`src/rtl/wdg_pkg.sv`:
```
package wdg_pkg;

  // clock and slow-source rates
  localparam int CLK_PERIOD_NS = 40;
  localparam int CLK_HZ        = 25_000_000;
  localparam int SLOW_RC_HZ    = 32_000;
  // cycles of pclk per low-speed rc tick, rounded down
  localparam int SLOW_RC_DIV   = CLK_HZ / SLOW_RC_HZ;

  // start delays, figures as given, then as pclk cycles (least, round up)
  localparam int RSTD_POR_NS   = 50_000_000;
  localparam int RSTD_WDT_NS   = 16_700_000;
  localparam int SRESET_NS     = 100_000;
  localparam int POR_DLY_CYC   = (RSTD_POR_NS + CLK_PERIOD_NS - 1)
                                 / CLK_PERIOD_NS;
  localparam int WDT_DLY_CYC   = (RSTD_WDT_NS + CLK_PERIOD_NS - 1)
                                 / CLK_PERIOD_NS;
  localparam int SRESET_CYC    = (SRESET_NS + CLK_PERIOD_NS - 1)
                                 / CLK_PERIOD_NS;
  localparam int DLY_W         = 21;

  // watchdog counter shape
  localparam int WDT_W         = 15;
  localparam int WS_BASE       = 8;

  // register byte addresses
  localparam logic [11:0] ADDR_CTRL     = 12'h000;
  localparam logic [11:0] ADDR_RCF      = 12'h004;
  localparam logic [11:0] ADDR_STAT     = 12'h008;
  localparam logic [11:0] ADDR_INT_STAT = 12'h00C;
  localparam logic [11:0] ADDR_INT_MASK = 12'h010;

  // watchdog_control layout and power-on value
  localparam logic [7:0] CTRL_RESET  = 8'h53;
  localparam int         KEY_LSB     = 3;
  localparam int         KEY_MSB     = 7;
  localparam int         SEL_MSB     = 2;
  localparam logic [4:0] KEY_DISABLE = 5'h15;
  localparam logic [4:0] KEY_ENABLE  = 5'h0A;

  // interrupt status and mask bits
  localparam int INT_W         = 3;
  localparam int INT_OVF_RUN   = 0;
  localparam int INT_OVF_SLEEP = 1;
  localparam int INT_KEY       = 2;

  typedef enum logic [2:0] {
    ST_POR_WAIT,
    ST_RUN,
    ST_SLEEP,
    ST_KEY_WAIT,
    ST_RST_WAIT
  } wdg_state_t;

  typedef struct packed {
    logic key_reset;
    logic powerdown;
    logic timeout;
  } wdg_flags_t;

endpackage

```
`src/rtl/wdg_tick_div.sv`:
```
`timescale 1ns/1ps
module wdg_tick_div #(
  parameter int DIV = 781
) (
  input  logic pclk,
  input  logic presetn,
  output logic tick
);
  logic [15:0] cnt_reg;

  if (DIV < 2 || DIV > 65536) begin : g_chk
    $error("wdg_tick_div: DIV out of range");
  end

  // count pclk cycles, emit one-cycle enable per slow period
  always_ff @(posedge pclk or negedge presetn) begin
    if (!presetn) begin
      cnt_reg <= 16'h0000;
      tick    <= 1'b0;
    end else if (cnt_reg == 16'(DIV - 1)) begin
      cnt_reg <= 16'h0000;
      tick    <= 1'b1;
    end else begin
      cnt_reg <= cnt_reg + 16'h0001;
      tick    <= 1'b0;
    end
  end
endmodule // wdg_tick_div

```
`src/rtl/wdg_counter.sv`:
```
`timescale 1ns/1ps
module wdg_counter #(
  parameter int WIDTH = 15,
  parameter int BASE  = 8
) (
  input  logic       pclk,
  input  logic       presetn,
  input  logic       tick,
  input  logic       run,
  input  logic       clear,
  input  logic [2:0] sel,
  output logic       overflow
);
  logic [WIDTH-1:0] cnt_reg;
  logic [WIDTH-1:0] lim;

  if (WIDTH < BASE + 7 || BASE < 1) begin : g_chk
    $error("wdg_counter: WIDTH too small for selectable ratios");
  end

  // ones in the low BASE+sel bits mark the last count before rollover
  assign lim = {WIDTH{1'b1}} >> (5'(WIDTH - BASE) - {2'b00, sel});

  // free-running binary count; clear has priority over the tick
  always_ff @(posedge pclk or negedge presetn) begin
    if (!presetn) begin
      cnt_reg  <= '0;
      overflow <= 1'b0;
    end else if (clear) begin
      cnt_reg  <= '0;
      overflow <= 1'b0;
    end else if (run && tick && ((cnt_reg & lim) == lim)) begin
      cnt_reg  <= '0;
      overflow <= 1'b1;
    end else begin
      if (run && tick) begin
        cnt_reg <= cnt_reg + 1'b1;
      end
      overflow <= 1'b0;
    end
  end
endmodule // wdg_counter

```
`src/rtl/wdg_ctrl.sv`:
```
// How it works
// RQ1: counter ticks from slow rc clock; select picks two^8 to two^15.
// RQ2: key field at disable pattern stops the watchdog.
// RQ3: key field at enable pattern lets the watchdog count.
// RQ4: any other key value resets the device after a soft delay.
// RQ5: that key-caused reset sets the key reset flag bit zero.
// RQ6: key reset flag set by hardware only, cleared only by writing zero.
// RQ7: after power-on the key field holds the enable pattern.
// RQ8: overflow while running gives full reset and sets timeout flag.
// RQ9: overflow while asleep sets timeout, clears only pc and stack.
// RQ10: counter cleared by key reset, halt, or clear instruction.
// RQ11: flags encode cause: power-on, running timeout, sleeping timeout.
// RQ12: power-on reset holds the chip reset, pc to zero, watchdog restarts.
// RQ13: running timeout reloads control registers; sleep timeout keeps them.
// RQ14: upper seven bits of key reset flag register read zero.
// RQ15: start delay 50 ms after power-on, 16.7 ms after timeout.
// RQ16: halt sets powerdown flag; clear instruction clears it.
// RQ17: halt clears the counter, which keeps running only if enabled.
// RQ18: counter is a binary count; selected bit rollover is overflow.
`timescale 1ns/1ps
module wdg_ctrl
  import wdg_pkg::*;
#(
  parameter int POR_DLY    = wdg_pkg::POR_DLY_CYC,
  parameter int WDT_DLY    = wdg_pkg::WDT_DLY_CYC,
  parameter int SRESET_DLY = wdg_pkg::SRESET_CYC,
  parameter int SLOW_DIV   = wdg_pkg::SLOW_RC_DIV
) (
  input  logic               pclk,
  input  logic               presetn,
  input  logic               psel,
  input  logic               penable,
  input  logic               pwrite,
  input  logic [11:0]        paddr,
  input  logic [31:0]        pwdata,
  output logic [31:0]        prdata,
  output logic               pready,
  output logic               pslverr,
  input  logic               clear_wdt_instr,
  input  logic               halt_instr,
  input  logic               wake_req,
  output logic               sys_reset,
  output logic               pc_sp_clear,
  output logic               sleeping,
  output wdg_pkg::wdg_flags_t cause_flags,
  output logic               irq
);
  import wdg_pkg::*;

  wdg_state_t        state_reg;
  wdg_state_t        state_next;
  logic [DLY_W-1:0]  dly_reg;
  logic [7:0]        ctrl_reg;
  logic              rcf_reg;
  logic              timeout_reg;
  logic              powerdown_reg;
  logic [INT_W-1:0]  int_stat_reg;
  logic [INT_W-1:0]  int_mask_reg;
  logic [4:0]        key;
  logic              key_bad;
  logic              awake;
  logic              tick;
  logic              ovf;
  logic              ovf_run;
  logic              ovf_sleep;
  logic              key_fire;
  logic              halt_take;
  logic              clr_take;
  logic              cnt_run;
  logic              cnt_clear;
  logic              acc;
  logic              wr_en;
  logic              rd_hit;
  logic [31:0]       rd_data;
  logic [INT_W-1:0]  int_events;

  if (POR_DLY < 1 || WDT_DLY < 1 || SRESET_DLY < 1 ||
      POR_DLY > 2**DLY_W || WDT_DLY > 2**DLY_W ||
      SRESET_DLY > 2**DLY_W) begin : g_chk
    $error("wdg_ctrl: delay counts out of range");
  end

  // slow rc tick as an enable on the single pclk domain
  // RQ1: slow clock source
  wdg_tick_div #(
    .DIV (SLOW_DIV)
  ) u_div (
    .pclk    (pclk),
    .presetn (presetn),
    .tick    (tick)
  );

  // RQ18: binary watchdog count
  wdg_counter #(
    .WIDTH (WDT_W),
    .BASE  (WS_BASE)
  ) u_cnt (
    .pclk     (pclk),
    .presetn  (presetn),
    .tick     (tick),
    .run      (cnt_run),
    .clear    (cnt_clear),
    .sel      (ctrl_reg[SEL_MSB:0]),
    .overflow (ovf)
  );

  // decoded events; key checked continuously so corruption is caught too
  assign key       = ctrl_reg[KEY_MSB:KEY_LSB];
  assign awake     = (state_reg == ST_RUN) || (state_reg == ST_SLEEP);
  // RQ4: illegal key detection
  assign key_bad   = awake && (key != KEY_ENABLE) && (key != KEY_DISABLE);
  assign key_fire  = (state_reg == ST_KEY_WAIT) && (dly_reg == '0);
  assign ovf_run   = (state_reg == ST_RUN) && ovf && !key_bad;
  assign ovf_sleep = (state_reg == ST_SLEEP) && ovf && !key_bad;
  assign halt_take = (state_reg == ST_RUN) && halt_instr && !key_bad &&
                     !ovf;
  assign clr_take  = (state_reg == ST_RUN) && clear_wdt_instr;

  // RQ2: disabled key stops counting
  // RQ3: enabled key counts while awake or asleep
  assign cnt_run   = awake && (key == KEY_ENABLE);
  // RQ10: counter clear sources
  // RQ17: halt clears the count
  assign cnt_clear = !awake || clr_take || halt_take;
  // sequencing of resets, sleep and start delays
  always_comb begin
    state_next = state_reg;
    case (state_reg)
      ST_POR_WAIT: begin
        if (dly_reg == '0) begin
          state_next = ST_RUN;
        end
      end
      ST_RUN: begin
        if (key_bad) begin
          state_next = ST_KEY_WAIT;
        end else if (ovf) begin
          state_next = ST_RST_WAIT;
        end else if (halt_instr) begin
          state_next = ST_SLEEP;
        end
      end
      ST_SLEEP: begin
        if (key_bad) begin
          state_next = ST_KEY_WAIT;
        end else if (ovf || wake_req) begin
          state_next = ST_RUN;
        end
      end
      ST_KEY_WAIT: begin
        if (dly_reg == '0) begin
          state_next = ST_RST_WAIT;
        end
      end
      ST_RST_WAIT: begin
        if (dly_reg == '0) begin
          state_next = ST_RUN;
        end
      end
      default: begin
        state_next = ST_POR_WAIT;
      end
    endcase
  end

  always_ff @(posedge pclk or negedge presetn) begin
    if (!presetn) begin
      state_reg <= ST_POR_WAIT;
    end else begin
      state_reg <= state_next;
    end
  end
  // delay counter, loaded on entry to each waiting state
  // RQ15: power-on and timeout start delays
  always_ff @(posedge pclk or negedge presetn) begin
    if (!presetn) begin
      dly_reg <= DLY_W'(POR_DLY - 1);
    end else if (state_next != state_reg &&
                 state_next == ST_RST_WAIT) begin
      dly_reg <= DLY_W'(WDT_DLY - 1);
    end else if (state_next != state_reg &&
                 state_next == ST_KEY_WAIT) begin
      dly_reg <= DLY_W'(SRESET_DLY - 1);
    end else if (dly_reg != '0) begin
      dly_reg <= dly_reg - 1'b1;
    end
  end
  // apb: one wait state, so read data is a clean flop when pready rises
  assign acc   = psel && penable;
  assign wr_en = acc && pready && pwrite;
  // address decode of read data; unmapped addresses flag an error
  always_comb begin
    rd_data = 32'h0000_0000;
    rd_hit  = 1'b1;
    if (paddr == ADDR_CTRL) begin
      rd_data[7:0] = ctrl_reg;
    // RQ14: upper bits read zero
    end else if (paddr == ADDR_RCF) begin
      rd_data[0] = rcf_reg;
    end else if (paddr == ADDR_STAT) begin
      rd_data[1:0] = {powerdown_reg, timeout_reg};
    end else if (paddr == ADDR_INT_STAT) begin
      rd_data[INT_W-1:0] = int_stat_reg;
    end else if (paddr == ADDR_INT_MASK) begin
      rd_data[INT_W-1:0] = int_mask_reg;
    end else begin
      rd_hit = 1'b0;
    end
  end

  always_ff @(posedge pclk or negedge presetn) begin
    if (!presetn) begin
      pready  <= 1'b0;
      prdata  <= 32'h0000_0000;
      pslverr <= 1'b0;
    end else if (acc && !pready) begin
      pready  <= 1'b1;
      prdata  <= pwrite ? 32'h0000_0000 : rd_data;
      pslverr <= !rd_hit;
    end else begin
      pready  <= 1'b0;
      pslverr <= 1'b0;
    end
  end
  // control register; reloads on a full watchdog or key reset
  always_ff @(posedge pclk or negedge presetn) begin
    if (!presetn) begin
      // RQ7: enable pattern at power-on
      ctrl_reg <= CTRL_RESET;
    // RQ13: full resets reload control
    end else if (ovf_run || key_fire) begin
      ctrl_reg <= CTRL_RESET;
    end else if (wr_en && paddr == ADDR_CTRL) begin
      ctrl_reg <= pwdata[7:0];
    end
  end
  // key reset flag: survives every reset but power-on
  always_ff @(posedge pclk or negedge presetn) begin
    if (!presetn) begin
      rcf_reg <= 1'b0;
    // RQ5: key reset sets flag
    end else if (key_fire) begin
      rcf_reg <= 1'b1;
    // RQ6: only a software zero clears it
    end else if (wr_en && paddr == ADDR_RCF && !pwdata[0]) begin
      rcf_reg <= 1'b0;
    end
  end
  // timeout flag: set wins over halt or clear instruction
  // RQ11: cause encoding
  always_ff @(posedge pclk or negedge presetn) begin
    if (!presetn) begin
      timeout_reg <= 1'b0;
    // RQ8: running overflow sets it
    // RQ9: sleeping overflow sets it
    end else if (ovf_run || ovf_sleep) begin
      timeout_reg <= 1'b1;
    end else if (halt_take || clr_take) begin
      timeout_reg <= 1'b0;
    end
  end
  // powerdown flag kept across watchdog resets
  always_ff @(posedge pclk or negedge presetn) begin
    if (!presetn) begin
      powerdown_reg <= 1'b0;
    // RQ16: halt sets, clear instruction clears
    end else if (halt_take) begin
      powerdown_reg <= 1'b1;
    end else if (clr_take) begin
      powerdown_reg <= 1'b0;
    end
  end
  // reset outputs to the core; chip reset holds pc at zero, irqs off,
  // timer off and ports as inputs for its whole length
  // RQ12: power-on reset outputs
  always_ff @(posedge pclk or negedge presetn) begin
    if (!presetn) begin
      sys_reset <= 1'b1;
    end else begin
      sys_reset <= (state_next == ST_POR_WAIT) ||
                   (state_next == ST_RST_WAIT);
    end
  end
  // RQ9: sleep overflow clears only pc and stack
  always_ff @(posedge pclk or negedge presetn) begin
    if (!presetn) begin
      pc_sp_clear <= 1'b0;
      sleeping    <= 1'b0;
    end else begin
      pc_sp_clear <= ovf_sleep;
      sleeping    <= (state_next == ST_SLEEP);
    end
  end

  assign cause_flags = '{key_reset: rcf_reg, powerdown: powerdown_reg,
                         timeout: timeout_reg};

  // sticky interrupt status, write one to clear, new event wins
  assign int_events = {key_fire, ovf_sleep, ovf_run};

  always_ff @(posedge pclk or negedge presetn) begin
    if (!presetn) begin
      int_stat_reg <= '0;
    end else if (wr_en && paddr == ADDR_INT_STAT) begin
      int_stat_reg <= (int_stat_reg & ~pwdata[INT_W-1:0]) | int_events;
    end else begin
      int_stat_reg <= int_stat_reg | int_events;
    end
  end

  always_ff @(posedge pclk or negedge presetn) begin
    if (!presetn) begin
      int_mask_reg <= '0;
    end else if (wr_en && paddr == ADDR_INT_MASK) begin
      int_mask_reg <= pwdata[INT_W-1:0];
    end
  end

  // one cycle behind status; keeps irq a clean flop output
  always_ff @(posedge pclk or negedge presetn) begin
    if (!presetn) begin
      irq <= 1'b0;
    end else begin
      irq <= |(int_stat_reg & int_mask_reg);
    end
  end
endmodule // wdg_ctrl

```
`config.mk`:
```
export PLATFORM = sky130hd
export DESIGN_NAME = wdg_ctrl
export DESIGN_NICKNAME = d
export VERILOG_FILES = /design/src/rtl/wdg_pkg.sv /design/src/rtl/wdg_tick_div.sv /design/src/rtl/wdg_counter.sv /design/src/rtl/wdg_ctrl.sv
export SDC_FILE = /design/constraint.sdc
export NUM_CORES = 1
export LEC_CHECK = 0
export ABC_CLOCK_PERIOD_IN_PS = 2700
export BUFFER_PORTS_ARGS = -buffer_cell sky130_fd_sc_hd__buf_2
export CORE_ASPECT_RATIO = 0.8
export CORE_UTILIZATION = 50
export DETAILED_ROUTE_END_ITERATION = 16
export MAX_ROUTING_LAYER = met4
export PLACE_DENSITY = 0.73
export SYNTH_ARGS = -nofsm -noshare
export SYNTH_HDL_FRONTEND = slang
export SYNTH_HIERARCHICAL = 1
export SYNTH_SLANG_ARGS = --single-unit
```
`constraint.sdc`:
```
create_clock -name pclk -period 2.7 [get_ports pclk]
set_input_delay 0.405 -clock pclk [delete_from_list [all_inputs] [get_ports pclk]]
set_output_delay 0.405 -clock pclk [all_outputs]
set_load 0.05 [all_outputs]
```
======== Word level (Yosys, flattened, before mapping) ========
Index checks and enable logic that the tools add are counted.
storage, ports and cells
  register bits ........................... 112
  output and inout bits ................... 41
  logic and storage cells ................. 142
operators by class
  multiplexer cells ....................... 43
  eq/ne operators ......................... 17
  shift operators ......................... 1
  bitwise operators ....................... 6
  $add $sub $neg .......................... 4
  reduce and logical (&&, ||, !) cells .... 52
operators with widths
  kind                                                 count
  two-way mux 21 bit                                   3
  two-way mux 15 bit                                   3
  two-way mux 3 bit                                    11
  logical AND 1 bit                                    25
  == test 12 x 4 -> 1 bit (second input constant)      2
  two-way mux 8 bit                                    3
  logical NOT 21 bit                                   1
  nonzero test 21 bit                                  1
  subtractor 21 x 1 -> 21 bit (second input constant)  1
  two-way mux 1 bit                                    18
  adder 16 x 1 -> 16 bit (second input constant)       1
  == test 16 x 10 -> 1 bit (second input constant)     1
  two-way mux 16 bit                                   1
  adder 15 x 1 -> 15 bit (second input constant)       1
  bitwise AND 15 bit                                   1
  == test 15 bit                                       1
  right shift 15 x 5 -> 15 bit (first input constant)  1
  == test 12 x 3 -> 1 bit (second input constant)      1
  == test 12 x 5 -> 1 bit (second input constant)      1
  == test 3 x 2 -> 1 bit (second input constant)       4
  logical NOT 12 bit                                   1
  one-hot mux 3 bit (4 select lines)                   1
  logical OR 1 bit                                     8
  nonzero test 2 bit                                   4
  other kinds (17)                                     28

======== Depth between registers and ports, before layout ========
  depth after elaboration ................. 10
  depth in mapped cells ................... 10
  gate-level depth less buffers ........... 9

======== Cells and area by module ========
Netlist, hierarchy kept.
modules (own cells, without submodules)
  module        sequential area each (µm²)  area each (µm²)  instances  cells an instance
  wdg_ctrl      1,396.3                     3,075.4          1          316
  wdg_counter   400.4                       872.1            1          93
  wdg_tick_div  425.4                       785.8            1          72

======== Worst setup path before layout ========
Ideal clock, no wire load.
  path type ............................... register to register
  start point ............................. register ctrl_reg[7]
  end point ............................... register u_cnt.cnt_reg[13]
  required time ........................... 2.582 ns
  setup time .............................. 0.118 ns
  arrival ................................. 2.069 ns
  cell stages (with the launch flop) ...... 10
  path buffers ............................ 0
  slack ................................... 0.513 ns
  cell sequence ........................... dfrtp_1 > or2_2 > o22ai_1 > a21oi_1 > a21oi_1 > a21oi_1 > nor3_1 > nand4_1 > xor2_1 > nor2_1
between the ends
  longest elaborated chain between the ends .. 8
  elaborated cells between the ends (all ways) .. 15
RTL lines
  what                                                                              RTL line           source
  start, declared                                                                   wdg_ctrl.sv:53     logic [7:0] ctrl_reg;
  start signal, assigned                                                            wdg_ctrl.sv:234    ctrl_reg <= pwdata[7:0];
  != test 5 x 4 -> 1 bit                                                            wdg_ctrl.sv:111    assign key_bad = awake && (key != KEY_ENABLE) && (key != KEY_DISABLE);
  logical AND 1 bit                                                                 wdg_ctrl.sv:111
  logical AND 1 bit (*)                                                             wdg_ctrl.sv:111
  logical NOT 1 bit (*)                                                             wdg_ctrl.sv:115    assign halt_take = (state_reg == ST_RUN) && halt_instr && !key_bad &&
  logical AND 1 bit (*) (2 in a row)                                                wdg_ctrl.sv:115
  logical OR 1 bit (*)                                                              wdg_ctrl.sv:124    assign cnt_clear = !awake || clr_take || halt_take;
  via cnt_clear                                                                     wdg_ctrl.sv:70     logic cnt_clear;
  nonzero test 3 bit (no source line) / two-way mux 15 bit (equally long branches)  n/a
  end signal, assigned                                                              wdg_counter.sv:37  cnt_reg <= cnt_reg + 1'b1;
  end, declared                                                                     wdg_counter.sv:14  logic [WIDTH-1:0] cnt_reg;
Mark *: on every way through the listed nets, which the timed path passes. The rest lies on a longest branch.
A chain may end at the register's enable or synchronous reset.

======== Worst setup path in the final report ========
  start point ............................. register ctrl_reg[7]
  end point ............................... register u_cnt.cnt_reg[4]
between the ends
  elaborated cells between the ends (all ways) .. 15
RTL lines
  what                        RTL line                              source
  == test 5 x 4 -> 1 bit (*)  wdg_ctrl.sv:121                       assign cnt_run = awake && (key == KEY_ENABLE);
  logical AND 1 bit (*)       wdg_ctrl.sv:121
  via cnt_run                 wdg_ctrl.sv:69                        logic cnt_run;
  logical AND 1 bit (*)       wdg_counter.sv:32, wdg_counter.sv:36
  logical AND 1 bit           wdg_counter.sv:32                     end else if (run && tick && ((cnt_reg & lim) == lim)) begin
  two-way mux 15 bit          wdg_counter.sv:32
  two-way mux 15 bit          wdg_counter.sv:29                     end else if (clear) begin
Marks and branches as above.

==> results.json <==
{
  "grt_first_pass_wirelength_um": 16600,
  "cpPeakStageDelay_ps": 500,
  "setup_ws_ps": 238.2,
  "num_vias": 3626,
  "cts-root-buf": "clkbuf_16",
  "area_growth_pct": 12.50,
  "grt_usage": 0.2198,
  "synth_top_family_by_area": "simple AND/OR/NAND/NOR gates",
  "crit_buf_inv": 0,
  "p_seq_frac": 0.488,
  "maxSlewViolCount": 0,
  "critical_path.top_delay_family": "simple AND/OR/NAND/NOR gates",
  "die-area_mm2": 0.009862,
  "switchingPower_uw": 620.1,
  "synth_cell_types": 74,
  "synth.area.mux_share": 0.01639,
  "netlist.area_leader.share": 0.3807,
  "ctsResizeCount": 0,
  "cts_sinks": 88,
  "hold_buffers": 0,
  "drc": 0,
  "min_period_ps": 2462,
  "cts_buffer_depth": 2,
  "worstSkewPairLatency_ps": 340,
  "synth_area_leader_cell": "dfrtp_1",
  "dpl_worst_slack_ps": 260.4,
  "cts_buffers": 9,
  "routed_wirelength_um": 9796,
  "avgViaCountPerCell": 5.527,
  "drv_cap": 0,
  "syn_area_per_cell_um2": 9.841,
  "drive_gt1_frac": 0.2274,
  "n_antenna_cell": 0,
  "synthTopCellsByArea": "dfrtp_1 38%, dfstp_2 8.9%, nor2_1 4.4%",
  "synthTopCellsByCount": "72 x dfrtp_1, 56 x nor2_1, 44 x nand2_1, 27 x buf_4, 19 x xor2_1",
  "synth_xor_area_frac": 0.06846,
  "yosys_register_bits": 88,
  "clkSlewWorstSetupHoldPaths_ps": 60,
  "rows": 31,
  "synth-simple-area-share": 0.2294,
  "gr-total-overflow": 0,
  "hold_viol": 0,
  "tns_ps": 0,
  "cpMaxStageDelayCell": "nor4_1",
  "synth-main-ff-cell": "dfrtp_1",
  "rsz0062_at_grt": "no",
  "pin_count": 93,
  "portBuffers": 44,
  "sw_frac_of_total": 0.2291,
  "worstPathArrival_ps": 2670,
  "gp_congestion": 0.8946,
  "grt_pass1_vias": 3497,
  "place_hpwl_um": 7205,
  "avgRoutedWirePerCell_um": 14.93,
  "pwr-share-comb": 0.057,
  "drt_pass1_iterations": 5,
  "outcome": "finished, final reports clean",
  "die_x_um": 110.8,
  "h-tree-depth": 3,
  "synth_compound_area_frac": 0.1338,
  "max_slew.worst_pin.slew_ps": 604.7,
  "final-seq-area_mm2": 0.002222,
  "hp-class": "in -> async",
  "ant_nets": 0,
  "ir_worst_vdd_v": 0.0004821,
  "final_nets": 592,
  "cts_tree": "built",
  "period_share": 0.9118,
  "synth_warnings": 6,
  "cp.required_ps": 2900,
  "utilization": 0.5842,
  "skew_ps": 9.712,
  "synth_cells": 481,
  "post-synth-top-count-cell": "dfrtp_1",
  "setup-violations-final": 0,
  "synth-seq-area-share": 0.4695,
  "maxSlewHeadroom": 0.5969,
  "fill_cells": 783,
  "synthAdderAreaFrac": 0.01057,
  "start_util": 0.5193,
  "drt_iter0_drc": 316,
  "cts_setup_buffers": 0,
  "dieHeight_um": 89.03,
  "largest_reg_flops": 21,
  "powerDensity_mw_per_mm2": 508.4,
  "antenna_found_initial": 0,
  "synth_edf_count": 0,
  "critPathMaxFanout": 13,
  "cp_cell_sequence": "or2_2, nor4_1, nand2_1, nor4b_4, a31o_2, nor2_1",
  "crit_type": "reg -> reg",
  "cp-start-kind": "flop",
  "synthesis.area_mm2": 0.004733,
  "multi_input_area_mm2": 0.002261,
  "p_leak_uw": 0.002355,
  "grt_start_max_net_pins": 49,
  "ys_async_sr_fraction": 1.000,
  "p_clk_frac": 0.454,
  "core_area_mm2": 0.009115,
  "end_kind": "flop",
  "p_int_uw": 2087,
  "fmax_mhz": 406.2
}
[metal layers]
metal	wire (um)	vias to the layer above	part of all wire	GRT usage
met4	137	0	0.014	0.06909
met2	4565	100	0.47	0.3602
met3	480	12	0.049	0.04678
li1	-	1760	-	-
met5	0	-	0	-
met1	4613	1754	0.47	0.2770
[path summary, 6_finish.rpt]
| kind | start | endpoint | slack [ps] | cells after the start |
|---|---|---|---|---|
| setup reg to reg | ctrl_reg[7] | u_cnt/cnt_reg[4] | 240 | 6 |
| min in group pclk | pwdata[6] | ctrl_reg[6] | 340 | 3 |
| hold reg to reg | dly_reg[20] | dly_reg[20] | 500 | 2 |
| max in group asynchronous | presetn | ctrl_reg[1] | 1880 | 2 |
| hold / removal | presetn | irq | 70 | 1 |
| setup / recovery | ctrl_reg[7] | u_cnt/cnt_reg[4] | 240 | 6 |
[metrics by stage]
step / total power, uW / hold WS, ps / area [um2] / cells
global route: 2803 / 121.7 / 5325 / 656
detailed placement: 1501 / 453.5 / 5026 / 640
finish: 2707 / 66.44 / 5325 / 656
global placement: 1500 / 448.7 / 5026 / 640
CTS: 2747 / 90.07 / 5325 / 656
floorplan: 1468 / 109.4 / 4820 / 504
[final cells by class]
| type | count | share of cell area |
|---|---|---|
| clock buffers | 11 | 0.04558 |
| clock inverters | 5 | 0.01057 |
| inverters | 15 | 0.01057 |
| multi-input cells | 362 | 0.4246 |
| flip-flops and latches | 88 | 0.4173 |
| well taps | 115 | 0.02702 |
| repair buffers | 60 | 0.06438 |
[worst reg2reg max path, delay by kind of cell (launching register included)]
kind | cells | cell delay (ps)
flip-flops | 1 | 400
AO/OA/AOI/OAI | 1 | 400
AND/OR/NAND/NOR | 5 | 1530
[cell families after synthesis]
kind of cell,Yosys count
compound gates,90
xor+xnor,37
fa+ha+maj,4
buf+inv,54
flops,88
mux,7
other cells,1
simple gates,200
[cells in the final DEF (no fill, tap or decap), types with 3 or more instances in the layout]
cell,count
inv_1,15
o21ai_1,6
nand2_1,44
o22ai_1,4
and3_1,4
o21ai_2,5
nand2b_1,6
mux2_2,6
a22oi_1,3
nor4_1,7
nand4_1,9
dfrtp_1,72
o21ai_0,18
or4_1,7
dfstp_2,16
buf_2,43
nand3_1,14
ha_1,4
clkbuf_16,9
nor2b_1,3
a221o_1,3
nor3_1,13
nor3b_1,3
a22o_1,6
or3_1,7
a21oi_1,17
xnor2_1,18
a31o_2,3
nand3b_1,3
nor2_1,56
conb_1,24
and2_1,7
xor2_1,19
buf_4,17
[power by group through the flow]
stage	Sequential, uW	Combinational (uW)	Clock [uW]
final	1320	155	1230
after global routing	1320	168	1310
after CTS	1320	156	1270
after detailed placement	1350	156	0
after global placement	1350	155	0
after floorplan	1350	116	0
Power figures use the tool's default switching activity.
